`src/logic/rrt_pkg.sv`:
```
package rrt_pkg;
   // ====================================================================
   // opcode patterns, 10-bit program word
   localparam int unsigned WORD_W = 10;
   localparam logic [9:0] OP_COPY_B_TO_ACC = 10'h01E;
   localparam logic [9:0] OP_COPY_ACC_TO_B = 10'h00E;
   localparam logic [9:0] OP_COPY_ROW_TO_ACC = 10'h01F;
   localparam logic [9:0] OP_COPY_ACC_TO_ROW = 10'h00C;
   localparam logic [9:0] OP_PACK_PAIR_INTO_E = 10'h01A;
   localparam logic [9:0] OP_UNPACK_E_INTO_PAIR = 10'h02A;
   localparam logic [9:0] OP_COPY_ACC_TO_D = 10'h029;
   localparam logic [9:0] OP_COPY_COLUMN_TO_ACC = 10'h052;
   localparam logic [9:0] OP_READ_STACK_POINTER = 10'h050;
   localparam logic [9:0] OP_ROW_INCREMENT = 10'h013;
   localparam logic [9:0] OP_ROW_DECREMENT = 10'h017;
   // upper bits of opcodes carrying immediates
   localparam logic [1:0] PFX_LOAD_ROW_COLUMN = 2'h3;
   localparam logic [7:0] PFX_LOAD_FILE_GROUP = 8'h12;
   localparam logic [5:0] PFX_LOAD_ACC_FROM_MEM = 6'h2C;
   localparam logic [5:0] PFX_SWAP_ACC_MEM = 6'h2D;
   localparam logic [5:0] PFX_SWAP_ACC_MEM_DEC = 6'h2F;
   localparam logic [5:0] PFX_SWAP_ACC_MEM_INC = 6'h2E;
   localparam logic [5:0] PFX_STORE_ACC_TO_MEM = 6'h2B;
   // skip thresholds for row updates
   localparam logic [3:0] ROW_INC_SKIP_VAL = 4'h0;
   localparam logic [3:0] ROW_DEC_SKIP_VAL = 4'hF;
   // reset values
   localparam logic [3:0] RST_NIB = 4'h0;
   localparam logic [7:0] RST_E = 8'h00;
   localparam logic [2:0] RST_D = 3'h0;
   localparam logic [1:0] RST_Z = 2'h0;

   typedef enum {
      OP_NONE, OP_ACC_TO_B, OP_B_TO_ACC, OP_RY, OP_WY, OP_PACK, OP_UNPACK, OP_WD, OP_RX,
      OP_RSP, OP_LRC, OP_LFG, OP_INC, OP_DEC, OP_LDM, OP_XCH, OP_XCHD, OP_XCHI, OP_STM
   } rrt_op_t;

   // register file snapshot
   typedef struct packed {
      logic [3:0] acc;
      logic [3:0] b;
      logic [7:0] e;
      logic [2:0] d;
      logic [3:0] x;
      logic [3:0] y;
      logic [1:0] z;
   } rrt_regs_t;

   // memory request for the addressed nibble
   typedef struct packed {
      logic wr;
      logic [1:0] z;
      logic [3:0] x;
      logic [3:0] y;
      logic [3:0] wdata;
   } rrt_mem_t;
endpackage

```
`src/logic/rrt_exec.sv`:
```
// Functional notes
// - B-to-accumulator copy loads A from B, B unchanged.
// - accumulator-to-B copy writes A into B, A unchanged.
// - row-to-accumulator copy loads A from Y.
// - accumulator-to-row copy writes A into Y.
// - pack puts B in E upper nibble, A in lower nibble.
// - unpack copies E upper nibble to B, lower nibble to A.
// - accumulator-to-D writes A bits 2..0 into D.
// - stack pointer read: A = {0, stack pointer}.
// - load row column loads X and Y from immediates.
// - load file group writes 2-bit immediate into Z.
// - row decrement subtracts one from Y modulo sixteen.
// - memory load: A from addressed nibble, X ^= immediate.
// - exchange swaps A with addressed nibble, X ^= immediate.
// - exchange-decrement also decrements Y.
// - exchange-increment also increments Y modulo sixteen.
// - memory store writes A to addressed nibble, X ^= immediate.
// - after Y increment, skip next instruction when Y becomes zero.
// - after Y decrement, skip next instruction when Y becomes fifteen.
// - consecutive load row column: only first executes, rest skipped.
module rrt_exec (
   input wire logic i_clk,
   input wire logic i_rstn,
   input wire logic i_valid,
   input wire logic [9:0] i_word,
   input wire logic [2:0] i_stack_pointer,
   input wire logic [3:0] i_mem_rdata,
   output rrt_pkg::rrt_regs_t o_regs,
   output rrt_pkg::rrt_mem_t o_mem,
   output logic o_mem_en,
   output logic o_skip,
   output logic o_carry_we
);
   // ====================================================================
   // decode
   rrt_pkg::rrt_op_t op;
   logic [3:0] imm_j;
   logic [3:0] imm_x;
   logic [3:0] imm_y;
   logic [1:0] imm_z;

   rrt_decode u_dec (
      .i_word(i_word),
      .o_op(op),
      .o_imm_j(imm_j),
      .o_imm_x(imm_x),
      .o_imm_y(imm_y),
      .o_imm_z(imm_z)
   );

   // ====================================================================
   // state
   rrt_pkg::rrt_regs_t regs_r;
   rrt_pkg::rrt_regs_t regs_nxt;
   logic skip_r;
   logic skip_nxt;
   logic lrc_last_r;
   logic lrc_last_nxt;
   logic exec;
   logic [3:0] y_inc;
   logic [3:0] y_dec;

   // a skipped word is consumed but leaves the registers and memory unchanged
   assign exec = i_valid && !skip_r;
   assign y_inc = regs_r.y + 4'h1;
   assign y_dec = regs_r.y - 4'h1;

   // ====================================================================
   // execute, one word per cycle
   always_comb begin
      regs_nxt = regs_r;
      skip_nxt = skip_r;
      lrc_last_nxt = lrc_last_r;
      if (i_valid) begin
         skip_nxt = 1'b0;
         // run tracking follows fetched words, skipped ones included
         lrc_last_nxt = (op == rrt_pkg::OP_LRC);
         if (op == rrt_pkg::OP_LRC && lrc_last_r) begin
            skip_nxt = 1'b0;
         end
      end
      if (exec) begin
         unique case (op)
            rrt_pkg::OP_B_TO_ACC: regs_nxt.acc = regs_r.b;
            rrt_pkg::OP_ACC_TO_B: regs_nxt.b = regs_r.acc;
            rrt_pkg::OP_RY: regs_nxt.acc = regs_r.y;
            rrt_pkg::OP_WY: regs_nxt.y = regs_r.acc;
            rrt_pkg::OP_PACK: regs_nxt.e = {regs_r.b, regs_r.acc};
            rrt_pkg::OP_UNPACK: begin
               regs_nxt.b = regs_r.e[7:4];
               regs_nxt.acc = regs_r.e[3:0];
            end
            rrt_pkg::OP_WD: regs_nxt.d = regs_r.acc[2:0];
            rrt_pkg::OP_RX: regs_nxt.acc = regs_r.x;
            rrt_pkg::OP_RSP: regs_nxt.acc = {1'b0, i_stack_pointer};
            rrt_pkg::OP_LRC: begin
               regs_nxt.x = imm_x;
               regs_nxt.y = imm_y;
            end
            rrt_pkg::OP_LFG: regs_nxt.z = imm_z;
            rrt_pkg::OP_INC: begin
               regs_nxt.y = y_inc;
               skip_nxt = (y_inc == rrt_pkg::ROW_INC_SKIP_VAL);
            end
            rrt_pkg::OP_DEC: begin
               regs_nxt.y = y_dec;
               skip_nxt = (y_dec == rrt_pkg::ROW_DEC_SKIP_VAL);
            end
            rrt_pkg::OP_LDM: begin
               regs_nxt.acc = i_mem_rdata;
               regs_nxt.x = regs_r.x ^ imm_j;
            end
            rrt_pkg::OP_XCH: begin
               regs_nxt.acc = i_mem_rdata;
               regs_nxt.x = regs_r.x ^ imm_j;
            end
            rrt_pkg::OP_XCHD: begin
               regs_nxt.acc = i_mem_rdata;
               regs_nxt.x = regs_r.x ^ imm_j;
               regs_nxt.y = y_dec;
               skip_nxt = (y_dec == rrt_pkg::ROW_DEC_SKIP_VAL);
            end
            rrt_pkg::OP_XCHI: begin
               regs_nxt.acc = i_mem_rdata;
               regs_nxt.x = regs_r.x ^ imm_j;
               regs_nxt.y = y_inc;
               skip_nxt = (y_inc == rrt_pkg::ROW_INC_SKIP_VAL);
            end
            rrt_pkg::OP_STM: regs_nxt.x = regs_r.x ^ imm_j;
            default: regs_nxt = regs_r;
         endcase
      end
      // a load following a load in the same run never executes
      if (i_valid && op == rrt_pkg::OP_LRC && lrc_last_r) begin
         regs_nxt.x = regs_r.x;
         regs_nxt.y = regs_r.y;
      end
   end

   always_ff @(posedge i_clk or negedge i_rstn) begin
      if (!i_rstn) begin
         regs_r <= '{acc: rrt_pkg::RST_NIB, b: rrt_pkg::RST_NIB, e: rrt_pkg::RST_E,
                     d: rrt_pkg::RST_D, x: rrt_pkg::RST_NIB, y: rrt_pkg::RST_NIB,
                     z: rrt_pkg::RST_Z};
         skip_r <= 1'b0;
         lrc_last_r <= 1'b0;
      end else begin
         regs_r <= regs_nxt;
         skip_r <= skip_nxt;
         lrc_last_r <= lrc_last_nxt;
      end
   end

   // ====================================================================
   // memory port, write is combinational with the executing word
   always_comb begin
      o_mem.wr = exec && (op == rrt_pkg::OP_STM || op == rrt_pkg::OP_XCH ||
                          op == rrt_pkg::OP_XCHD || op == rrt_pkg::OP_XCHI);
      o_mem.z = regs_r.z;
      o_mem.x = regs_r.x;
      o_mem.y = regs_r.y;
      o_mem.wdata = regs_r.acc;
      o_mem_en = exec && (o_mem.wr || op == rrt_pkg::OP_LDM);
   end

   assign o_regs = regs_r;
   assign o_skip = skip_r;
   // carry is never written by this group
   assign o_carry_we = 1'b0;
endmodule

```
`src/logic/rrt_decode.sv`:
```
module rrt_decode (
   input wire logic [9:0] i_word,
   output rrt_pkg::rrt_op_t o_op,
   output logic [3:0] o_imm_j,
   output logic [3:0] o_imm_x,
   output logic [3:0] o_imm_y,
   output logic [1:0] o_imm_z
);
   // ====================================================================
   // immediate fields
   assign o_imm_j = i_word[3:0];
   assign o_imm_x = i_word[7:4];
   assign o_imm_y = i_word[3:0];
   assign o_imm_z = i_word[1:0];

   // ====================================================================
   // opcode match
   always_comb begin
      o_op = rrt_pkg::OP_NONE;
      if (i_word[9:8] == rrt_pkg::PFX_LOAD_ROW_COLUMN) begin
         o_op = rrt_pkg::OP_LRC;
      end else if (i_word[9:4] == rrt_pkg::PFX_LOAD_ACC_FROM_MEM) begin
         o_op = rrt_pkg::OP_LDM;
      end else if (i_word[9:4] == rrt_pkg::PFX_SWAP_ACC_MEM) begin
         o_op = rrt_pkg::OP_XCH;
      end else if (i_word[9:4] == rrt_pkg::PFX_SWAP_ACC_MEM_DEC) begin
         o_op = rrt_pkg::OP_XCHD;
      end else if (i_word[9:4] == rrt_pkg::PFX_SWAP_ACC_MEM_INC) begin
         o_op = rrt_pkg::OP_XCHI;
      end else if (i_word[9:4] == rrt_pkg::PFX_STORE_ACC_TO_MEM) begin
         o_op = rrt_pkg::OP_STM;
      end else if (i_word[9:2] == rrt_pkg::PFX_LOAD_FILE_GROUP) begin
         o_op = rrt_pkg::OP_LFG;
      end else begin
         unique case (i_word)
            rrt_pkg::OP_COPY_B_TO_ACC: o_op = rrt_pkg::OP_B_TO_ACC;
            rrt_pkg::OP_COPY_ACC_TO_B: o_op = rrt_pkg::OP_ACC_TO_B;
            rrt_pkg::OP_COPY_ROW_TO_ACC: o_op = rrt_pkg::OP_RY;
            rrt_pkg::OP_COPY_ACC_TO_ROW: o_op = rrt_pkg::OP_WY;
            rrt_pkg::OP_PACK_PAIR_INTO_E: o_op = rrt_pkg::OP_PACK;
            rrt_pkg::OP_UNPACK_E_INTO_PAIR: o_op = rrt_pkg::OP_UNPACK;
            rrt_pkg::OP_COPY_ACC_TO_D: o_op = rrt_pkg::OP_WD;
            rrt_pkg::OP_COPY_COLUMN_TO_ACC: o_op = rrt_pkg::OP_RX;
            rrt_pkg::OP_READ_STACK_POINTER: o_op = rrt_pkg::OP_RSP;
            rrt_pkg::OP_ROW_INCREMENT: o_op = rrt_pkg::OP_INC;
            rrt_pkg::OP_ROW_DECREMENT: o_op = rrt_pkg::OP_DEC;
            default: o_op = rrt_pkg::OP_NONE;
         endcase
      end
   end
endmodule

```
`config.mk`:
```
export PLATFORM = sky130hd
export DESIGN_NAME = rrt_exec
export DESIGN_NICKNAME = d
export VERILOG_FILES = /design/src/logic/rrt_pkg.sv /design/src/logic/rrt_exec.sv /design/src/logic/rrt_decode.sv
export SDC_FILE = /design/constraint.sdc
export NUM_CORES = 1
export LEC_CHECK = 0
export ABC_AREA = 1
export BUFFER_PORTS_ARGS = -buffer_cell sky130_fd_sc_hd__clkbuf_2
export CAP_MARGIN = 20
export CORE_ASPECT_RATIO = 0.8
export CORE_UTILIZATION = 45
export DETAILED_ROUTE_END_ITERATION = 8
export GPL_TIMING_DRIVEN = 0
export PLACE_DENSITY = 0.68
export SETUP_SLACK_MARGIN = 0.1
export SYNTH_ARGS = -nofsm -noshare
export SYNTH_HDL_FRONTEND = slang
export SYNTH_HIERARCHICAL = 1
export SYNTH_SLANG_ARGS = --single-unit
```
`constraint.sdc`:
```
create_clock -name i_clk -period 3.5 [get_ports i_clk]
set_clock_uncertainty 0.15 [all_clocks]
set_input_delay 0.7 -clock i_clk [delete_from_list [all_inputs] [get_ports i_clk]]
set_output_delay 0.7 -clock i_clk [all_outputs]
set_load 0.02 [all_outputs]
```
# Word level (Yosys, flattened, before mapping)
# Index checks and enable logic that the tools add are counted.
[totals]
register_bits = 31
latch_bits = 0
ramBits = 0
rom_bits = 0
in_bits = 20
output_inout_bits = 47
wordCells = 97
mem_count = 0
[classes]
addsub = 2
mul = 0
div_mod_pow = 0
n_lt_le_gt_ge = 0
n_eq_ne = 43
shift = 0
muxes = 15
n_bitwise = 2
n_reduce_logical = 26
[op_table]
columns = ["operator", "n"]
rows = [
  ["== test 32 x 4 -> 1 bit, second input constant", 8],
  ["2-to-1 mux 32 bit", 7],
  ["== test 32 x 5 -> 1 bit, second input constant", 6],
  ["== test 32 x 3 -> 1 bit, second input constant", 4],
  ["== test 32 x 6 -> 1 bit, second input constant", 3],
  ["== test 32 x 2 -> 1 bit, second input constant", 2],
  ["== test 10 x 5 -> 1 bit, second input constant", 5],
  ["one-hot mux 4 bit (11 select lines)", 1],
  ["== test 32 x 1 -> 1 bit, second input constant", 1],
  ["== test 6 bit, second input constant", 5],
  ["one-hot mux 4 bit (6 select lines)", 1],
  ["== test 10 x 4 -> 1 bit, second input constant", 2],
  ["== test 10 x 6 -> 1 bit, second input constant", 2],
  ["== test 10 x 7 -> 1 bit, second input constant", 2],
  ["one-hot mux 4 bit (2 select lines)", 2],
  ["one-hot mux 4 bit (4 select lines)", 1],
  ["AND reduction 2 bit", 5],
  ["== test 8 x 5 -> 1 bit, second input constant", 1],
  ["AND reduction 3 bit", 2],
  ["nonzero test 6 bit", 1],
  ["logical AND 1 bit", 5],
  ["OR reduction 5 bit", 1],
  ["adder 4 x 1 -> 4 bit, second input constant", 1],
  ["== test 4 bit, second input constant", 1],
  ["other kinds (13)", 19],
]

# Logic depth before layout (Yosys ltp)
[logic_depth]
ltp_word = 16
ltp_mapped = 20
depth_no_buf = 20

# Hierarchy
# Netlist, hierarchy kept.
[modules_own_cells]
columns = ["module", "instances", "cells_each", "area_per_inst_um2", "seq_area_each_um2"]
rows = [
  ["rrt_exec", 1, 360, 2481.1, 775.7],
  ["rrt_decode", 1, 121, 693.2, 0.0],
]

# Least setup slack after synthesis
# Ideal clock, no wire load.
[synth_timing]
path_type = "input-to-output"
startpoint = "input i_word[6]"
endpoint = "output o_mem_en"
arrival_ns = 2.373
t_required_ns = 2.650
setup_slack_ns = 0.277
stages = 14
path_buffers = 0
path_cell_list = "inv_2 > nand2_1 > nor2_1 > nand3_2 > nand2_1 > nor2_1 > nand4_1 > nor2_1 > nand2_1 > nor2_2 > nor2_1 > nand2_1 > nand2_2 > a21oi_1"
[synth_via]
elab_chain_cells = 16
elab_cells_between_ends = 36
cone_classes = "eq/ne (22); mux (8); reduce/logical (6)"
[synth_rtl]
columns = ["item", "line", "text"]
rows = [
  ["start, declared", "rrt_exec.sv:25", "input wire logic [9:0] i_word,"],
  ["== test 10 x 5 -> 1 bit (tied with other cells)", "rrt_decode.sv:35", "unique case (i_word)"],
  ["one-hot mux 4 bit (11 select lines)", "rrt_decode.sv:35", ""],
  ["2-to-1 mux 32 bit", "rrt_decode.sv:32", "end else if (i_word[9:2] == rrt_pkg::PFX_LOAD_FILE_GROUP) begin"],
  ["2-to-1 mux 32 bit", "rrt_decode.sv:30", "end else if (i_word[9:4] == rrt_pkg::PFX_STORE_ACC_TO_MEM) begin"],
  ["2-to-1 mux 32 bit", "rrt_decode.sv:28", "end else if (i_word[9:4] == rrt_pkg::PFX_SWAP_ACC_MEM_INC) begin"],
  ["2-to-1 mux 32 bit", "rrt_decode.sv:26", "end else if (i_word[9:4] == rrt_pkg::PFX_SWAP_ACC_MEM_DEC) begin"],
  ["2-to-1 mux 32 bit", "rrt_decode.sv:24", "end else if (i_word[9:4] == rrt_pkg::PFX_SWAP_ACC_MEM) begin"],
  ["2-to-1 mux 32 bit (*)", "rrt_decode.sv:22", "end else if (i_word[9:4] == rrt_pkg::PFX_LOAD_ACC_FROM_MEM) begin"],
  ["2-to-1 mux 32 bit (*)", "rrt_decode.sv:20", "if (i_word[9:8] == rrt_pkg::PFX_LOAD_ROW_COLUMN) begin"],
  ["via op[1]", "rrt_exec.sv:36", "rrt_pkg::rrt_op_t op;"],
  ["== test 32 x 6 -> 1 bit / == test 32 x 5 -> 1 bit (equally long branches)", "rrt_exec.sv:157", "o_mem.wr = exec && (op == rrt_pkg::OP_STM || op == rrt_pkg::OP_XCH ||"],
  ["logical OR 1 bit (2 in a row)", "rrt_exec.sv:157", ""],
  ["logical OR 1 bit", "rrt_exec.sv:158", "op == rrt_pkg::OP_XCHD || op == rrt_pkg::OP_XCHI);"],
  ["logical AND 1 bit", "rrt_exec.sv:157", ""],
  ["logical OR 1 bit (*)", "rrt_exec.sv:163", "o_mem_en = exec && (o_mem.wr || op == rrt_pkg::OP_LDM);"],
  ["logical AND 1 bit (*)", "rrt_exec.sv:163", ""],
  ["end, declared", "rrt_exec.sv:30", "output logic o_mem_en,"],
]
# The timed path passes the listed nets; every way through them passes the cells marked *.

# Final worst setup path
[layout_timing]
startpoint = "input i_word[5]"
endpoint = "output o_mem_en"
# Same word-level chain as after synthesis.

==> metrics.md <==
| Metric | Value |
|---|---|
| Initial antenna violation count | `0` |
| Fmax | `289.5 MHz` |
| Slew headroom | `between 40% and 50%` |
| H-tree Lvls | `2` |
| Clk_lat worst skew | `~0.28 ns` |
| Register area share after synthesis | `24.44%` |
| Slew Limit Fails | `0` |
| IO buf count | `65` |
| Nets | `between 600 and 700` |
| Post-layout min period | `roughly 3.5 ns` |
| Type of the worst min-delay path | `in2async` |
| Hold bufs inserted after CTS | `0` |
| GRT Total Usage | `a little under a quarter` |
| I/O pin count | `between 60 and 70` |
| Design area | `about 4100 um2` |
| CTS root buf | `clkbuf_8` |
| Syn. warnings | `6` |
| Mapped Cells | `between 400 and 500` |
| Final hold viol count | `0` |
| VDD IR-drop max | `just under 0.2 mV` |
| Clock-pin transition on the worst setup and hold timing paths | `approximately 0.07 ns` |
| Final core utilization | `slightly above 60%` |
| Distinct cells, synth | `40` |
| CP Class | `in2out` |
| Synth area leader | `dfrtp_1` |
| First-pass GRT wire length | `13780 um` |
| Share of cells above drive strength 1 | `between 30% and 40%` |
| MaxCap Viol Count | `0` |
| GPL Wtd Cong | `slightly above 0.9` |
| Antenna-violating nets left | `0` |
| Post-DP Area | `~3700 um2` |
| Worst-path fanout max | `5` |
| Worst Max-Slew Pin Slew | `approximately 0.77 ns` |
| Final period utilization | `between 90% and 100%` |
| Avg Synthesized Cell Area | `around 6.6 um2` |
| CTS tree | `done` |
| Area fraction of the dominant cell type after synthesis | `24.44%` |
| Cell area power density | `between 150 and 200 nW/um2` |
| Vias in the first global route | `3054` |
| Final Setup Violations | `0` |
| Critical Path RT | `2.65 ns` |
| Flops & latches, synth | `31` |
| Routed wire length | `slightly above 8000 um` |
| Synth Cell Area | `about 3200 um2` |
| Crit path DAT | `approximately 2.6 ns` |
| Core Area | `6604 um2` |
| Initial Util | `roughly 48%` |
| DIE AREA | `roughly 7400 um2` |
| Die H | `between 70 and 80 um` |
| Drt via density | `about 4.7` |
| Critical Path Source Type | `input port` |
| Wire length per cell | `~12 um` |
| Leak | `approximately 2.2 nW` |
| FP Rows | `26` |
| Status | `finished, final reports clean` |
| Diodes inserted | `0` |
| Routed via count | `between 3000 and 4000` |
| Leading post-synthesis cells by cell area | `dfrtp_1 (24%), nand2_1 (15%), buf_4 (13%), nor2_1 (7.4%), nand3_1 (4.9%)` |
| Clock buffer count from CTS | `5` |
| Die width | `95.90 um` |
| Post-DP HPWL | `around 6300 um` |
| Fin Hold WS | `roughly 0.34 ns` |
| CTS Buffer Depth | `2` |
| Area growth from synthesis to layout | `29.44%` |
| RSZ-0062 raised after global routing | `true` |
| 1st-iter DRT viols | `~250` |
| Largest net degree at the start of global routing | `32` |
| Clock sinks | `31` |
| Total Power Consumption | `0.7804 mW` |
| CP endpoint kind | `output port` |
| Pre-antenna DRT Iters | `4` |
| Grt ovf | `0` |
| Residual DRC | `0` |
final timing paths:
check	start	to	slack, ns	cells after the start
worst max-delay path	i_word[5]	o_mem_en	0.05	18
worst min-delay path	i_rstn	o_regs[10]	0.34	1
worst max register to register	o_skip	o_mem[11]	1.46	6
worst min register to register	o_regs[12]	o_regs[12]	0.34	2
max in group asynchronous	i_rstn	o_mem[9]	2.37	1
min in group i_clk	o_regs[12]	o_regs[12]	0.34	2
where the power goes:
group          internal, mW  switching, mW
registers             0.358   0.0000000293
logic                0.0729         0.0828
clock network         0.139          0.127
total                 0.571          0.210
worst max-delay path, cell delays in order:
cell,delay (ns)
clkbuf_4,0.15
inv_4,0.08
nand2_4,0.06
nor2_4,0.16
nand2_1,0.09
nor2_2,0.11
nor2_1,0.05
nand4_1,0.21
buf_4,0.16
inv_2,0.04
nor2_4,0.09
nand2_2,0.09
nor2_4,0.11
nor2_2,0.06
nand2_2,0.08
nand2_4,0.05
a21oi_2,0.15
clkbuf_8,0.17
synthesized netlist by cell type:
| master | number |
|---|---|
| nand2_1 | 126 |
| nor2_1 | 63 |
| buf_4 | 56 |
| inv_1 | 36 |
| dfrtp_1 | 31 |
| nand3_1 | 31 |
| o21ai_0 | 21 |
| inv_2 | 12 |
| nand2_2 | 12 |
| nor2_2 | 11 |
| nand4_1 | 10 |
| a21oi_1 | 9 |
| o21ai_1 | 7 |
| nor2_4 | 6 |
| xnor2_1 | 5 |
| nand3_2 | 4 |
| o211ai_1 | 4 |
| ha_1 | 3 |
| nand2_4 | 3 |
| nor3_1 | 3 |
| xor2_1 | 3 |
| a21oi_4 | 2 |
| conb_1 | 2 |
| nand3b_1 | 2 |
| nor2_8 | 2 |
| nor3_2 | 2 |
| o21ai_4 | 2 |
| a21boi_1 | 1 |
| a21oi_2 | 1 |
| buf_2 | 1 |
| buf_6 | 1 |
| clkbuf_1 | 1 |
| clkinv_4 | 1 |
| inv_4 | 1 |
| mux2_1 | 1 |
| mux2_2 | 1 |
| nor4_1 | 1 |
| o21a_1 | 1 |
| o22ai_1 | 1 |
| or2_1 | 1 |
layout by cell type (no fill, tap or decap), types with 2 or more instances in the layout:
| cell type | count |
|---|---|
| o21ai_4 | 2 |
| a21oi_1 | 7 |
| inv_1 | 32 |
| clkbuf_8 | 6 |
| buf_6 | 2 |
| nand2_4 | 6 |
| o21ai_1 | 7 |
| conb_1 | 28 |
| buf_4 | 81 |
| buf_8 | 2 |
| nor2_1 | 51 |
| clkbuf_2 | 53 |
| nor3_1 | 3 |
| nand3b_1 | 2 |
| nand3_1 | 30 |
| nand4_1 | 10 |
| nor2_4 | 11 |
| xor2_1 | 3 |
| a21oi_2 | 2 |
| nor2_2 | 18 |
| clkbuf_1 | 3 |
| a21oi_4 | 3 |
| nor2_8 | 2 |
| xnor2_1 | 5 |
| dfrtp_1 | 31 |
| ha_1 | 3 |
| o21ai_0 | 21 |
| buf_2 | 2 |
| inv_2 | 13 |
| nand3_2 | 4 |
| nand2_1 | 120 |
| inv_4 | 4 |
| o211ai_1 | 4 |
| nand2_2 | 15 |
metal layers:
metal / GRT usage (%) / up-vias / part of all wire [%]
li1: - / 1670 / -
met1: 34.62 / 1469 / 50
met2: 37.50 / 91 / 44
met3: 4.167 / 8 / 5.2
met4: 2.687 / 0 / 0.69
met5: 0 / - / 0
per-stage QoR:
step / instances / TNS (ns) / setup slack, ns
2_1_floorplan: 507 / 0 / 0.2771
3_3_place_gp: 656 / -0.2744 / -0.1405
3_5_place_dp: 656 / -0.3771 / -0.1913
4_1_cts: 677 / 0 / 0.1012
5_1_grt: 683 / -0.07402 / -0.05350
6_report: 683 / 0 / 0.04534
sequential cells by signal (all words and copies together), names as in the netlist:
register    cells
o_mem          14
o_skip          1
lrc_last_r      1
o_regs         15
what timing repair did:
action	CTS	global route
pin swaps	18	22
endpoints found under the setup margin	2	2
gates cloned	0	0
hold endpoints to repair	0	0
setup buffers	13	6
resized for setup	26	42
cell type report:
cell class / instances / area (um2)
inverters: 50 / 202.7
clock inverters: 1 / 5.005
flip-flops and latches: 31 / 775.7
repair buffers: 84 / 520.5
fillers: 647 / 2495
clock buffers: 7 / 76.32
multi-input cells: 367 / 1983
well taps: 84 / 105.1
plain buffers: 59 / 440.4
cells by family (layout without fill, tap and decap cells):
group / after synthesis / after routing / share of synthesized area [%]
simple gates: 277 / 277 / 41.43
compound gates: 49 / 49 / 9.775
xor+xnor: 8 / 8 / 2.207
flops: 31 / 31 / 24.44
other cells: 2 / 28 / 0.2366
fa+ha+maj: 3 / 3 / 1.183
mux: 2 / 2 / 0.7094
buf+inv: 109 / 201 / 20.02
No activity file was read; power rests on OpenSTA's default activity.
